--- config.mk ---
export PLATFORM = sky130hd
export DESIGN_NAME = prog_read_controller
export DESIGN_NICKNAME = d
export VERILOG_FILES = /design/src/prog_read_pkg.sv /design/src/level_sync.sv /design/src/prog_read_controller.sv
export SDC_FILE = /design/constraint.sdc
export NUM_CORES = 1
export LEC_CHECK = 0
export BUFFER_PORTS_ARGS = -buffer_cell sky130_fd_sc_hd__buf_2
export CAP_MARGIN = 5
export CELL_PAD_IN_SITES_DETAIL_PLACEMENT = 0
export CELL_PAD_IN_SITES_GLOBAL_PLACEMENT = 1
export CORE_MARGIN = 10
export CORE_UTILIZATION = 38
export CTS_CLUSTER_SIZE = 30
export DETAILED_ROUTE_END_ITERATION = 12
export GPL_TIMING_DRIVEN = 0
export PLACE_DENSITY = 0.86
export RECOVER_POWER = 25
export SKIP_CTS_REPAIR_TIMING = 1
export SYNTH_ARGS = -nofsm -noshare
export SYNTH_HDL_FRONTEND = slang
export SYNTH_SLANG_ARGS = --single-unit
--- constraint.sdc ---
create_clock -name CLK -period 3 [get_ports CLK]
set_input_delay 0.6 -clock CLK [delete_from_list [all_inputs] [get_ports CLK]]
set_output_delay 0.6 -clock CLK [all_outputs]
set_load 0.005 [all_outputs]
--- src/prog_read_pkg.sv ---
// Constants, register map and state codes for the program memory read unit.
// Assumes a single 20 MHz clock domain shared with the processor core.
// What this block does
// - Memory access happens in second instruction cycle after.
// - Second instruction after trigger is suppressed.
// - Fetched word lands in data bytes next cycle.
// - Data bytes hold until next read or write.
// - Reading still works under code protection.
package prog_read_pkg;

  localparam int CLK_FREQ_HZ = 20_000_000;
  localparam int BUS_ADDR_W = 5;
  localparam int WORD_W = 14;
  localparam int DATA_HIGH_W = WORD_W - 8;
  localparam int SYNC_STAGES = 3;

  // Byte addresses on the register bus, one aligned word each.
  localparam logic [BUS_ADDR_W-1:0] OFS_ADDR_LOW = 5'h00;
  localparam logic [BUS_ADDR_W-1:0] OFS_ADDR_HIGH = 5'h04;
  localparam logic [BUS_ADDR_W-1:0] OFS_READ_CTRL = 5'h08;
  localparam logic [BUS_ADDR_W-1:0] OFS_DATA_LOW = 5'h0C;
  localparam logic [BUS_ADDR_W-1:0] OFS_DATA_HIGH = 5'h10;

  // Fields of the read control register.
  localparam int CTRL_RD_BIT = 0;
  localparam int CTRL_BUSY_BIT = 1;
  localparam int CTRL_PROT_BIT = 2;

  localparam logic [7:0] RST_BYTE = 8'h00;
  localparam logic [DATA_HIGH_W-1:0] RST_DATA_HIGH = 6'h00;
  localparam logic [31:0] RST_WORD = 32'h0000_0000;

  // Number of the instruction pulse after the trigger that carries the access slot.
  localparam logic [1:0] ACCESS_SLOT = 2'h2;

  typedef enum logic [3:0] {
    ST_IDLE = 4'h1,
    ST_WAIT1 = 4'h2,
    ST_WAIT2 = 4'h4,
    ST_CAPTURE = 4'h8
  } rd_state_e;

endpackage

--- src/level_sync.sv ---
// Three-stage synchroniser with agreement filter for a slow level from a pin.
// Assumes the input changes far slower than the clock.
`timescale 1ns/1ps
module level_sync
  import prog_read_pkg::*;
(
  // Clock and reset.
  input wire logic clk,
  input wire logic rst,
  // Level in and filtered level out.
  input wire logic level_in,
  output logic level_out
);

  logic [SYNC_STAGES-1:0] stage_r;
  logic [SYNC_STAGES-1:0] stage_nxt;
  logic level_r;
  logic level_nxt;

  always_comb begin
    stage_nxt = {stage_r[SYNC_STAGES-2:0], level_in};
    level_nxt = level_r;
    // Only the later two stages are compared; the first may be metastable.
    if (stage_r[1] == stage_r[2]) begin
      level_nxt = stage_r[2];
    end
  end

  genvar i;
  generate
    for (i = 0; i < SYNC_STAGES; i++) begin : g_stage
      always_ff @(posedge clk or posedge rst) begin
        if (rst) begin
          stage_r[i] <= 1'b0;
        end else begin
          stage_r[i] <= stage_nxt[i];
        end
      end
    end
  endgenerate

  always_ff @(posedge clk or posedge rst) begin
    if (rst) begin
      level_r <= 1'b0;
    end else begin
      level_r <= level_nxt;
    end
  end

  assign level_out = level_r;

endmodule

--- src/prog_read_controller.sv ---
// Program memory read unit: address and data registers, read sequencer.
// Assumes the core pulses INSTR_CYCLE once per instruction and that the
// memory answers MEM_RDATA one clock after MEM_RD.
`timescale 1ns/1ps
module prog_read_controller
  import prog_read_pkg::*;
(
  // Clock and reset.
  input wire logic CLK,
  input wire logic SYS_RST,
  // Avalon-MM slave.
  input wire logic [BUS_ADDR_W-1:0] AVS_ADDRESS,
  input wire logic AVS_READ,
  input wire logic AVS_WRITE,
  input wire logic [3:0] AVS_BYTEENABLE,
  input wire logic [31:0] AVS_WRITEDATA,
  output logic [31:0] AVS_READDATA,
  output logic AVS_WAITREQUEST,
  // Core pipeline.
  input wire logic INSTR_CYCLE,
  output logic INSTR_SUPPRESS,
  // Program memory.
  output logic [15:0] MEM_ADDR,
  output logic MEM_RD,
  input wire logic [WORD_W-1:0] MEM_RDATA,
  // Code protection fuse level.
  input wire logic CODE_PROTECT
);

  function automatic logic reg_hit(input logic [BUS_ADDR_W-1:0] a, input logic [BUS_ADDR_W-1:0] ofs);
    reg_hit = (a == ofs);
  endfunction

  rd_state_e state_r;
  rd_state_e state_nxt;
  logic ack_r;
  logic ack_nxt;
  logic [31:0] rdata_r;
  logic [31:0] rdata_nxt;
  logic [7:0] addr_low_r;
  logic [7:0] addr_low_nxt;
  logic [7:0] addr_high_r;
  logic [7:0] addr_high_nxt;
  logic [7:0] data_low_r;
  logic [7:0] data_low_nxt;
  logic [DATA_HIGH_W-1:0] data_high_r;
  logic [DATA_HIGH_W-1:0] data_high_nxt;
  logic rd_bit_r;
  logic rd_bit_nxt;
  logic protect;
  logic req;
  logic wr_go;
  logic lane0;
  logic access;

  // Protection status is only reported; it never blocks the core's read.
  level_sync u_prot_sync (
    .clk(CLK),
    .rst(SYS_RST),
    .level_in(CODE_PROTECT),
    .level_out(protect)
  );

  assign req = AVS_READ | AVS_WRITE;
  assign wr_go = AVS_WRITE & ack_r;
  assign lane0 = AVS_BYTEENABLE[0];
  assign access = (state_r == ST_WAIT2) & INSTR_CYCLE;

  // Bus handshake: one wait cycle, then the access completes.
  always_comb begin
    ack_nxt = req & ~ack_r;
    rdata_nxt = rdata_r;
    if (AVS_READ & ~ack_r) begin
      rdata_nxt = RST_WORD;
      if (reg_hit(AVS_ADDRESS, OFS_ADDR_LOW)) begin
        rdata_nxt[7:0] = addr_low_r;
      end else if (reg_hit(AVS_ADDRESS, OFS_ADDR_HIGH)) begin
        rdata_nxt[7:0] = addr_high_r;
      end else if (reg_hit(AVS_ADDRESS, OFS_READ_CTRL)) begin
        rdata_nxt[CTRL_RD_BIT] = rd_bit_r;
        rdata_nxt[CTRL_BUSY_BIT] = (state_r != ST_IDLE);
        rdata_nxt[CTRL_PROT_BIT] = protect;
      end else if (reg_hit(AVS_ADDRESS, OFS_DATA_LOW)) begin
        rdata_nxt[7:0] = data_low_r;
      end else if (reg_hit(AVS_ADDRESS, OFS_DATA_HIGH)) begin
        rdata_nxt[DATA_HIGH_W-1:0] = data_high_r;
      end
    end
  end

  always_ff @(posedge CLK or posedge SYS_RST) begin
    if (SYS_RST) begin
      ack_r <= 1'b0;
      rdata_r <= RST_WORD;
    end else begin
      ack_r <= ack_nxt;
      rdata_r <= rdata_nxt;
    end
  end

  assign AVS_WAITREQUEST = req & ~ack_r;
  assign AVS_READDATA = rdata_r;

  // Registers and read sequencer.
  always_comb begin
    state_nxt = state_r;
    rd_bit_nxt = rd_bit_r;
    addr_low_nxt = addr_low_r;
    addr_high_nxt = addr_high_r;
    data_low_nxt = data_low_r;
    data_high_nxt = data_high_r;
    if (wr_go & lane0) begin
      if (reg_hit(AVS_ADDRESS, OFS_ADDR_LOW)) begin
        addr_low_nxt = AVS_WRITEDATA[7:0];
      end
      if (reg_hit(AVS_ADDRESS, OFS_ADDR_HIGH)) begin
        addr_high_nxt = AVS_WRITEDATA[7:0];
      end
      if (reg_hit(AVS_ADDRESS, OFS_DATA_LOW)) begin
        data_low_nxt = AVS_WRITEDATA[7:0];
      end
      if (reg_hit(AVS_ADDRESS, OFS_DATA_HIGH)) begin
        data_high_nxt = AVS_WRITEDATA[DATA_HIGH_W-1:0];
      end
    end
    case (state_r)
      ST_IDLE: begin
        // Software can only set the trigger; clearing is left to hardware.
        if (wr_go & lane0 & reg_hit(AVS_ADDRESS, OFS_READ_CTRL) & AVS_WRITEDATA[CTRL_RD_BIT]) begin
          rd_bit_nxt = 1'b1;
          state_nxt = ST_WAIT1;
        end
      end
      ST_WAIT1: begin
        if (INSTR_CYCLE) begin
          state_nxt = ST_WAIT2;
        end
      end
      ST_WAIT2: begin
        if (INSTR_CYCLE) begin
          state_nxt = ST_CAPTURE;
        end
      end
      ST_CAPTURE: begin
        // The fetched word wins over a same-cycle software write.
        data_low_nxt = MEM_RDATA[7:0];
        data_high_nxt = MEM_RDATA[WORD_W-1:8];
        rd_bit_nxt = 1'b0;
        state_nxt = ST_IDLE;
      end
      default: begin
        rd_bit_nxt = 1'b0;
        state_nxt = ST_IDLE;
      end
    endcase
  end

  always_ff @(posedge CLK or posedge SYS_RST) begin
    if (SYS_RST) begin
      state_r <= ST_IDLE;
      rd_bit_r <= 1'b0;
      addr_low_r <= RST_BYTE;
      addr_high_r <= RST_BYTE;
      data_low_r <= RST_BYTE;
      data_high_r <= RST_DATA_HIGH;
    end else begin
      state_r <= state_nxt;
      rd_bit_r <= rd_bit_nxt;
      addr_low_r <= addr_low_nxt;
      addr_high_r <= addr_high_nxt;
      data_low_r <= data_low_nxt;
      data_high_r <= data_high_nxt;
    end
  end

  // The access slot is taken from the core, so its instruction is killed.
  assign MEM_RD = access;
  assign INSTR_SUPPRESS = access;
  assign MEM_ADDR = {addr_high_r, addr_low_r};

  // Helper: instruction pulses seen since the trigger was set.
  logic [1:0] pulse_cnt_r;
  logic [1:0] pulse_cnt_nxt;

  always_comb begin
    pulse_cnt_nxt = pulse_cnt_r;
    if (state_r == ST_IDLE) begin
      pulse_cnt_nxt = 2'h0;
    end else if (INSTR_CYCLE && pulse_cnt_r != 2'h3) begin
      pulse_cnt_nxt = pulse_cnt_r + 2'h1;
    end
  end

  always_ff @(posedge CLK or posedge SYS_RST) begin
    if (SYS_RST) begin
      pulse_cnt_r <= 2'h0;
    end else begin
      pulse_cnt_r <= pulse_cnt_nxt;
    end
  end
endmodule

Word level (Yosys, flattened, before mapping)
Index checks and enable logic that the tools add are counted.
- output and inout port bits: 51
- bits of input ports: 61
- logic and storage cells: 65
- flip-flop bits (word level): 48
- bitwise gates (word level): 10
- reductions and logical operators: 11
- equal/unequal tests: 13
- muxes and demuxes: 19
- operators with widths (cell ; count):
    2-to-1 mux 8 bit ; 5
    2-to-1 mux 6 bit ; 5
    2-to-1 mux 4 bit ; 3
    one-hot mux 4 bit (3 select lines) ; 1
    equality test 5 x 4 -> 1 bit (second input constant) ; 2
    AND reduction 2 bit ; 5
    bitwise AND 1 bit ; 7
    != test 2 bit (second input constant) ; 3
    nonzero test 2 bit ; 3
    equality test 5 x 3 -> 1 bit (second input constant) ; 1
    equality test 5 bit (second input constant) ; 1
    zero test 5 bit ; 1
    2-to-1 mux 5 bit ; 1
    equality test 4 x 1 -> 1 bit (second input constant) ; 1
    equality test 4 x 2 -> 1 bit (second input constant) ; 1
    equality test 4 x 3 -> 1 bit (second input constant) ; 1
    equality test 4 bit (second input constant) ; 1
    != test 4 x 1 -> 1 bit (second input constant) ; 1
    2-to-1 mux 3 bit ; 1
    AND reduction 3 bit ; 1
    2-to-1 mux 2 bit ; 1
    NOT 1 bit ; 2
    one-hot mux 1 bit (2 select lines) ; 1
    OR reduction 2 bit ; 1
    3 further kinds ; 3

Logic depth before layout (Yosys ltp)
Gate-level depths: netlist (run 1).
- depth after elaboration: 6
- gate-level depth with buffers: 6
- depth with buffers taken out: 4

Hierarchy
From an unflattened synthesis (run 1), not the netlist that was laid out.
- cell total of the unflattened synthesis: 247
- area, all modules: 2529.9 sq um
- modules (own cells, without submodules) (module ; cells an instance ; sequential area each (sq um) ; times used ; area each (sq um)):
    prog_read_controller ; 241 ; 1102.3 ; 1 ; 2414.8
    level_sync ; 6 ; 100.1 ; 1 ; 115.1

Least setup slack after synthesis (run 1)
OpenSTA, ideal clock, no wires.
- path type: input port to flip-flop
- start point: input port AVS_ADDRESS[4]
- end point: register addr_high_r[0]
- data required time: 2875 ps
- slack: 1180 ps
- buffers on the path: 2
- data arrival time: 1695 ps
- setup time: 125 ps
- stages on the path: 5
- path through: buf_6 > nor4_4 > and3_1 > buf_6 > mux2_4
- longest elaborated chain between the ends: 2
- RTL lines (item ; RTL line ; text):
    start: declaration ; prog_read_controller.sv:12 ; input wire logic [BUS_ADDR_W-1:0] AVS_ADDRESS,
    equality test 5 x 3 -> 1 bit ; prog_read_controller.sv:31 ; reg_hit = (a == ofs);
    AND reduction 2 bit (no line) ; n/a ;
    end signal: assignment ; prog_read_controller.sv:170 ; addr_high_r <= addr_high_nxt;
    end: declaration ; prog_read_controller.sv:42 ; logic [7:0] addr_high_r;
No other way between the ends.
A chain may end at the register's enable or synchronous reset.

Worst setup path in the final report (run 1)
- start point: register state_r[2]
- end point: output port MEM_RD
- longest elaborated chain between the ends: 2
- RTL lines (item ; RTL line ; text):
    start: declaration ; prog_read_controller.sv:34 ; rd_state_e state_r;
    start signal: assignment ; prog_read_controller.sv:167 ; state_r <= state_nxt;
    equality test 4 x 3 -> 1 bit ; prog_read_controller.sv:67 ; assign access = (state_r == ST_WAIT2) & INSTR_CYCLE;
    bitwise AND 1 bit ; prog_read_controller.sv:67 ;
    end: declaration ; prog_read_controller.sv:24 ; output logic MEM_RD,
No other way between the ends.

==> results of run 1 <==
## state kept, by name, summed over array words and instances, names as in the netlist
register / count
AVS_READDATA: 8
ack_r: 1
addr_high_r: 8
addr_low_r: 8
data_high_r: 6
data_low_r: 8
rd_bit_r: 1
state_r: 4
u_prot_sync.level_out: 1
u_prot_sync.stage_nxt: 2
u_prot_sync.stage_r: 1
## Yosys cell counts, drive strengths merged (5+ instances only)
master and count:
a31oi 6, nor2 14, o21ai 17, buf 35, dfrtp 47, mux2i 14
nor3b 5, mux2 21, nor2b 5, nand2 20
## worst max-delay path, stage by stage (launching register included)
cell and delay [ps]:
dfrtp_1 340, clkbuf_1 390, nand2_1 120, nor4_1 260, buf_4 160, buf_2 100
## area by class of cell
| class | count | area [µm²] |
|---|---|---|
| Buffer | 39 | 269 |
| Timing Repair Buffer | 59 | 310 |
| Fill cell | 656 | 3530 |
| Sequential cell | 48 | 1200 |
| Clock buffer | 6 | 82.6 |
| Inverter | 2 | 7.51 |
| Tap cell | 80 | 100 |
| Multi-Input combinational cell | 173 | 1210 |
| Clock inverter | 2 | 10.0 |
## report_power, final
part	total (W)	switching [W]	internal, W
clock	0.000404	0.000220	0.000184
sequential	0.000736	0.0000340	0.000702
combinational	0.000236	0.000115	0.000121
## metal layers
metal / global-route usage [%] / part of all wire [%] / vias up
li1: - / - / 976
met1: 16.4 / 46 / 949
met2: 20.7 / 45 / 63
met3: 4.36 / 8.3 / 5
met4: 2.57 / 0.86 / 0
met5: 0 / 0 / -
## stage by stage
step	worst slack, ps	instances	hold WS (ps)	cell area (µm²)	power, W
2_1_floorplan	1180	262	331	2690	0.000881
3_3_place_gp	661	400	335	3080	0.000975
3_5_place_dp	911	401	342	3100	0.000986
4_1_cts	698	409	303	3190	0.00138
5_1_grt	511	409	384	3190	0.00144
6_report	722	409	372	3190	0.00138
## final timing paths
| kind | start | end | slack [ps] |
|---|---|---|---|
| worst max-delay path | state_r[2] | MEM_RD | 720 |
| worst min-delay path | u_prot_sync.stage_nxt[1] | u_prot_sync.stage_nxt[2] | 370 |
| worst max register to register | state_r[2] | data_low_r[5] | 1240 |
| worst min register to register | u_prot_sync.stage_nxt[1] | u_prot_sync.stage_nxt[2] | 370 |
| max in group asynchronous | SYS_RST | data_high_r[2] | 1940 |
| min in group asynchronous | SYS_RST | AVS_READDATA[7] | 430 |
## cell families (layout without fill, tap and decap cells)
group / count (synthesis) / after routing / share of synthesized area (%)
mux: 35 / 35 / 15.6
flops: 48 / 48 / 46.2
compound gates: 43 / 43 / 10.6
other cells: 1 / 24 / 0.144
simple gates: 69 / 69 / 16.1
xor+xnor: 1 / 1 / 0.337
buf+inv: 41 / 108 / 10.6
fa+ha+maj: 1 / 1 / 0.385
==> impl_metrics.toml, run 1 <==
[routing]
drt-initial-drc-count = 80
drt_wl_total_um = 6830
ant_nets = 0
drtPass1Iterations = 4
vias = 1993
route.detailed.drc = 0
drt-wirelength-per-cell_um = 16.7
vias_per_cell = 4.87

[die]
coreArea_mm2 = 0.00672
die_height_um = 103
fp.dieW_um = 103
row_count = 30
ios = 112
start_util_pct = 38.7
die_area_mm2 = 0.0106

[critical_path]
endpoint_kind = "output pin"
arrival_ps = 1680
crit_type = "reg -> out"
cp_max_fo = 10
startpoint_type = "flip-flop"
reg2reg_depth = 4
cp_data_required_time_ps = 2400

[synthesis]
yosysUniqueCellTypes = 50
synth.avg_cell_area_um2 = 10.9
netlist_area_mm2 = 0.00260
ys_ff_latch = 48
synth-edff-count = 0
synth_top_flop_cell = "dfrtp_1"
postSynthCellCount = 239
yosys_warnings = 0
synth_top_area_share_pct = 45.2
yosysSeqAreaShare_pct = 46.2
yosys-top-cells-area = "dfrtp_1 45%, buf_4 7.8%, mux2_2 5.6%"
synth_largest_area_cell = "dfrtp_1"
async_flop_share_pct = 100

[sta]
period_minus_slack_ps = 2280
drv_slew = 0
period_share_pct = 75.9
max_freq_mhz = 439
tightest_slew_ps = 796
slew-limit-headroom_pct = 46.9
rsz0062_at_grt = "no"
setup_viol = 0
fin_tns_setup_ps = 0
hold_violations = 0
fin_worst_skew_ps = 9.18

[placed_design]
port_buffers = 58
place.gp.congestion = 0.808
hpwlAfterDp_um = 5270

[finish]
final_common_cell = "buf_2"
drive_gt1_share_pct = 39.8
final_core_util_pct = 47.5
n_antenna_cell = 0
mostFrequentLayoutCells = "63 x buf_2, 47 x dfrtp_1, 27 x buf_4"
syn2layout_area_growth_pct = 22.6
fin_nets = 389

[global_route]
grt_pass1_wl_um = 10700
grt_max_degree = 30
grt_overflow = 0
grt_pass1_vias = 2012
antenna_found_initial = 0
grt.total_usage_pct = 12.9

[worst_hold_path]
hold_path_class = "reg -> reg"
holdPathStages = 0

[flow_run]
max_cap_viol_count = 0

[pwr]
leakagePower_nw = 1.70
p_per_area_mw_per_mm2 = 431
max-vdd-ir-drop_v = 0.000186

[clocking]
cts_num_sinks = 48
tritoncts = "yes"
clk_pin_slew_ps = 90
cts-root-buf = "clkbuf_8"
htreeDepth = 2
worst_skew_pair.late_latency_ps = 300
numCtsBuffers = 5
clock_path_buffers = 2

[status]
outcome = "finished, final reports clean"
(Power assumes the default switching activity.)
==> inputs of run 2 (changes only) <==
- CORE_UTILIZATION: 38 -> 36
- PLACE_DENSITY: 0.86 -> 0.82
- clock period: 3 -> 2.2 ns (I/O delays scaled with it)
==> run 2 against run 1 <==
  * Total power increased by 36%
  * Sequential power increased by 36%
  * Cell count increased by 3.7%
  * Utilization decreased by 1.3 points
  * First-iteration DRC count decreased by 1.3%
  * Clock skew decreased by 6.1 ps
  * Cell area about the same
  * Non-clock buffer count decreased by 1
  * Routed wire length increased by 0.56%
  * Worst setup slack got worse by 540 ps
  * Combinational power increased by 33%
  * Critical endpoint unchanged
  * Largest cell class unchanged
==> impl_metrics.toml, run 2 (same netlist as run 1, synthesis figures left out) <==
[global_route]
grt_pass1_wl_um = 10900
grt.total_usage_pct = 12.2
grt_max_degree = 39
grt_pass1_vias = 2076
antenna_found_initial = 0
grt_overflow = 0

[die]
coreArea_mm2 = 0.00691
row_count = 30
fp.dieW_um = 105
die_area_mm2 = 0.0110
start_util_pct = 37.7
die_height_um = 105
ios = 112

[sta]
setup_viol = 0
slew-limit-headroom_pct = 36.7
whs_ps = 111
hold_violations = 0
period_minus_slack_ps = 2020
max_freq_mhz = 496
rsz0062_at_grt = "no"
period_share_pct = 91.6
fin_worst_skew_ps = 3.08
tightest_slew_ps = 949
drv_slew = 0

[pwr]
leakagePower_nw = 1.68
p_per_area_mw_per_mm2 = 588
max-vdd-ir-drop_v = 0.000240

[routing]
ant_nets = 0
drt_wl_total_um = 6870
vias = 1996
drtPass1Iterations = 4
drt-wirelength-per-cell_um = 16.2
drt-initial-drc-count = 79
vias_per_cell = 4.71
route.detailed.drc = 0

[finish]
final_cells = 424
syn2layout_area_growth_pct = 22.7
n_antenna_cell = 0
final_common_cell = "buf_2"
drive_gt1_share_pct = 39.6
fin_nets = 388
final_cell_area_mm2 = 0.00319
mostFrequentLayoutCells = "63 x buf_2, 47 x dfrtp_1, 27 x buf_4"

[clocking]
tritoncts = "yes"
numCtsBuffers = 5
htreeDepth = 2
cts_num_sinks = 48
cts-root-buf = "clkbuf_8"
clock_path_buffers = 2
clk_pin_slew_ps = 90
worst_skew_pair.late_latency_ps = 290

[placed_design]
port_buffers = 58
dp.cells = 417
hpwlAfterDp_um = 5270
place.gp.congestion = 0.778
placed_area_mm2 = 0.00312

[critical_path]
slowest_stage = "dfrtp_1"
cp_data_required_time_ps = 1760
rrSetupSlack_ps = 480
reg2reg_depth = 5
worstPathCellList = "clkbuf_1 > nor4_1 > buf_4 > buf_2"
r2r-end = "rd_bit_r"
arrival_ps = 1580
endpoint_kind = "output pin"
timing.rr.start = "state_r[0]"
startpoint_type = "flip-flop"
crit_type = "reg -> out"
cp_max_fo = 10
max_stage_delay_ps = 430

[flow_run]
max_cap_viol_count = 0

[status]
outcome = "finished, final reports clean"

[worst_hold_path]
hold_path_class = "in -> async"
[run 2: changes by cell type in the layout (fill, tap and decap cells not counted)]
cell        change
clkinv_2        -2
clkinvlp_4      +1
clkbuf_2        +1
buf_12          -1
[run 2: area by class of cell]
cell class,count,area [µm²]
Tap cell,96,120
Sequential cell,48,1200
Fill cell,695,3710
Inverter,2,7.51
Timing Repair Buffer,59,295
Buffer,38,265
Clock inverter,1,7.51
Multi-Input combinational cell,173,1210
Clock buffer,7,86.3
[run 2: worst max-delay path: cells and delay by family (launching register included)]
family | cells | cell delay (ps)
buffers and inverters | 3 | 490
DFF | 1 | 430
and+or+nand+nor | 1 | 370
[run 2: per-layer routing]
layer / global-route usage (%) / up-vias / wire [µm]
li1: - / 975 / -
met2: 19.8 / 70 / 3260
met3: 4.05 / 2 / 529
met4: 3.14 / 0 / 51
met1: 15.2 / 949 / 3020
met5: 0 / - / 0
[run 2: stage by stage]
| stage | worst slack, ps | utilization [%] | TNS (ps) | power, W |
|---|---|---|---|---|
| after floorplan | 540 | - | 0 | 0.00120 |
| after global placement | -31.3 | 44.9 | -1370 | 0.00133 |
| after global routing | 44.2 | 46.3 | 0 | 0.00197 |
| after detailed placement | 275 | 45.2 | 0 | 0.00134 |
| after CTS | 67.7 | 46.5 | 0 | 0.00189 |
| final | 184 | 46.3 | 0 | 0.00188 |
[run 2: worst max-delay path by stage]
stage                               from  slack, ps             end  depth (start not counted)
final                         state_r[1]        180          MEM_RD                          4
after global routing          state_r[1]         40          MEM_RD                          4
after CTS                     state_r[2]         70          MEM_RD                          5
after detailed placement  AVS_ADDRESS[2]        270  data_high_r[0]                          5
after global placement           SYS_RST        -30  addr_high_r[5]                          2
after floorplan           AVS_ADDRESS[4]        540  addr_high_r[0]                          5
[run 2: power breakdown]
| part | switching [W] | internal, W | total, W |
|---|---|---|---|
| registers | 0.0000472 | 0.000958 | 0.00100 |
| logic | 0.000153 | 0.000161 | 0.000315 |
| clock network | 0.000302 | 0.000256 | 0.000558 |
| total | 0.000502 | 0.00138 | 0.00188 |
==> inputs of run 3 (changes only) <==
- ABC_AREA: unset -> 1
- CORE_UTILIZATION: 36 -> 34
- PLACE_DENSITY: 0.82 -> 0.81
==> run 3 against run 2 <==
  * Worst hold slack gained 120 ps
  * Global-route usage grew 0.097 points
  * Worst setup slack gained 200 ps
  * Combinational power is 6.3% higher
  * Die area is 4.3% higher
  * Total power increased by 1.6%
  * Fmax is 11% higher
  * Sequential power about the same
  * Clock skew rose by 8.1 ps
  * First-iteration DRC count is 73% higher
  * Cell area about the same
  * Highest routed layer unchanged
==> impl_metrics.toml, run 3 <==
[status]
outcome = "finished, final reports clean"

[routing]
wl_met1_um = 3040
drtPass1Iterations = 4
drt-initial-drc-count = 137
met2_length_um = 3220
route.detailed.drc = 0
wl_met3_um = 606
vias_per_cell = 4.52
ant_nets = 0
routed.top_layer = "met4"
vias = 2234
drt_wl_total_um = 7020
drt-wirelength-per-cell_um = 14.2

[sta]
period_share_pct = 82.5
max_freq_mhz = 551
fin_worst_skew_ps = 11.1
period_minus_slack_ps = 1820
whs_ps = 232
layout_setup_ws_ps = 384
setup_viol = 0
rsz0062_at_grt = "no"
drv_slew = 0
tightest_slew_ps = 871
slew-limit-headroom_pct = 41.9
hold_violations = 0

[pwr]
max-vdd-ir-drop_v = 0.000211
p_per_area_mw_per_mm2 = 597
leakagePower_nw = 1.72

[finish]
n_antenna_cell = 0
syn2layout_area_growth_pct = 23.5
seq_area_mm2 = 0.00120
fill_cells = 766
drive_gt1_share_pct = 32.7
multi_input_comb_area_mm2 = 0.00114
final_common_cell = "nand2_1"
fin_nets = 455
final_cell_area_mm2 = 0.00320
final_cells = 494
mostFrequentLayoutCells = "76 x nand2_1, 64 x buf_2, 47 x dfrtp_1"

[die]
die_area_mm2 = 0.0115
ios = 112
die_height_um = 107
fp.dieW_um = 107
coreArea_mm2 = 0.00733
row_count = 31
start_util_pct = 35.3

[synthesis]
postSynthCellCount = 304
netlist_area_mm2 = 0.00259
async_flop_share_pct = 100
yosysSeqAreaShare_pct = 46.5
synth_top_area_share_pct = 45.5
synth-edff-count = 0
synth.cells.most_frequent = "76 x nand2_1, 47 x dfrtp_1, 26 x buf_4, 24 x nor2_1, 22 x nand4_1"
synth_top_flop_cell = "dfrtp_1"
synth.avg_cell_area_um2 = 8.51
synth_largest_area_cell = "dfrtp_1"
yosys-top-cells-area = "dfrtp_1 45%, nand2_1 11%, buf_4 7.5%"
ys_ff_latch = 48
yosys_warnings = 0
yosysUniqueCellTypes = 32
yosysMostFrequentCell = "nand2_1"

[worst_hold_path]
holdPathStages = 1
hold_path_class = "in -> reg"
min_from = "CODE_PROTECT"

[critical_path]
crit_type = "reg -> out"
endpoint_kind = "output pin"
arrival_ps = 1380
cp-startpoint = "state_r[0]"
cp_max_fo = 4
reg2reg_depth = 4
startpoint_type = "flip-flop"
timing.rr.start = "ack_r"
cp_data_required_time_ps = 1760

[placed_design]
dp.cells = 486
post-place-ws_ps = 479
port_buffers = 59
placed_area_mm2 = 0.00311
place.gp.congestion = 0.858
hpwlAfterDp_um = 5650

[clocking]
cts_num_sinks = 48
cts-root-buf = "clkbuf_8"
clk_pin_slew_ps = 90
clock_path_buffers = 2
htreeDepth = 2
worst_skew_pair.late_latency_ps = 310
numCtsBuffers = 5
tritoncts = "yes"

[global_route]
grt.total_usage_pct = 12.3
grt_pass1_wl_um = 11400
grt_pass1_vias = 2321
antenna_found_initial = 0
grt_overflow = 0
grt_max_degree = 27

[flow_run]
max_cap_viol_count = 0
==> run 3: changes by cell type in the layout (fill, tap and decap cells not counted), sizes merged, moves of 14 or more <==
cell,before,now
mux2,21,0
nand3,4,22
mux2i,14,0
nor2,14,32
inv,2,24
nand2,20,79
nand4,2,23
==> run 3: path summary, 6_finish.rpt <==
kind,to,slack (ps)
worst max register to register,AVS_READDATA[3],590
worst min register to register,u_prot_sync.stage_nxt[2],360
worst max-delay path,MEM_RD,380
worst min-delay path,u_prot_sync.stage_nxt[1],230
min in group asynchronous,addr_high_r[1],300
max in group asynchronous,state_r[1],730
==> run 3: area by class of cell <==
type                    count  area share (%)
plain buffers              33            7.60
clock buffers               6            2.58
clock inverters             2           0.470
inverters                  24            2.90
multi-input cells         222            35.6
flip-flops and latches     48            37.6
well taps                  99            3.88
repair buffers             60            9.40
==> run 3: metrics by stage <==
| stage | setup TNS [ps] | util (%) | power (W) |
|---|---|---|---|
| 2_1_floorplan | 0 | - | 0.00123 |
| 3_3_place_gp | -1280 | 42.2 | 0.00136 |
| 3_5_place_dp | 0 | 42.5 | 0.00137 |
| 5_1_grt | 0 | 43.6 | 0.00202 |
| 6_report | 0 | 43.6 | 0.00191 |
| 4_1_cts | 0 | 43.8 | 0.00193 |
==> run 3: power breakdown <==
part / total (W) / switching (W) / leakage [nW] / internal, W
registers: 0.00101 / 0.0000524 / 0.639 / 0.000961
logic: 0.000335 / 0.000191 / 1.04 / 0.000144
clock network: 0.000559 / 0.000304 / 0.0434 / 0.000255
total: 0.00191 / 0.000547 / 1.72 / 0.00136
==> run 3: critical path, cell delays in order, from the launching register on <==
cell	delay [ps]
dfstp_2	390
nor2_1	160
nand3_1	160
nor2_1	150
buf_4	120
buf_2	100
==> run 3: cells by family after synthesis <==
| logic type | count (synthesis) | share of synthesized area, % |
|---|---|---|
| flip-flops | 48 | 46.5 |
| buffers and inverters | 57 | 13.0 |
| AO/OA/AOI/OAI | 37 | 9.04 |
| adder cells (fa/ha/maj) | 1 | 0.387 |
| other | 1 | 0.145 |
| AND/OR/NAND/NOR | 160 | 31.0 |
==> run 3: layer usage <==
| metal | global-route usage (%) | vias to the layer above |
|---|---|---|
| met1 | 15.0 | 1014 |
| li1 | - | 1136 |
| met2 | 19.0 | 74 |
| met3 | 4.37 | 10 |
| met5 | 0 | - |
| met4 | 5.80 | 0 |
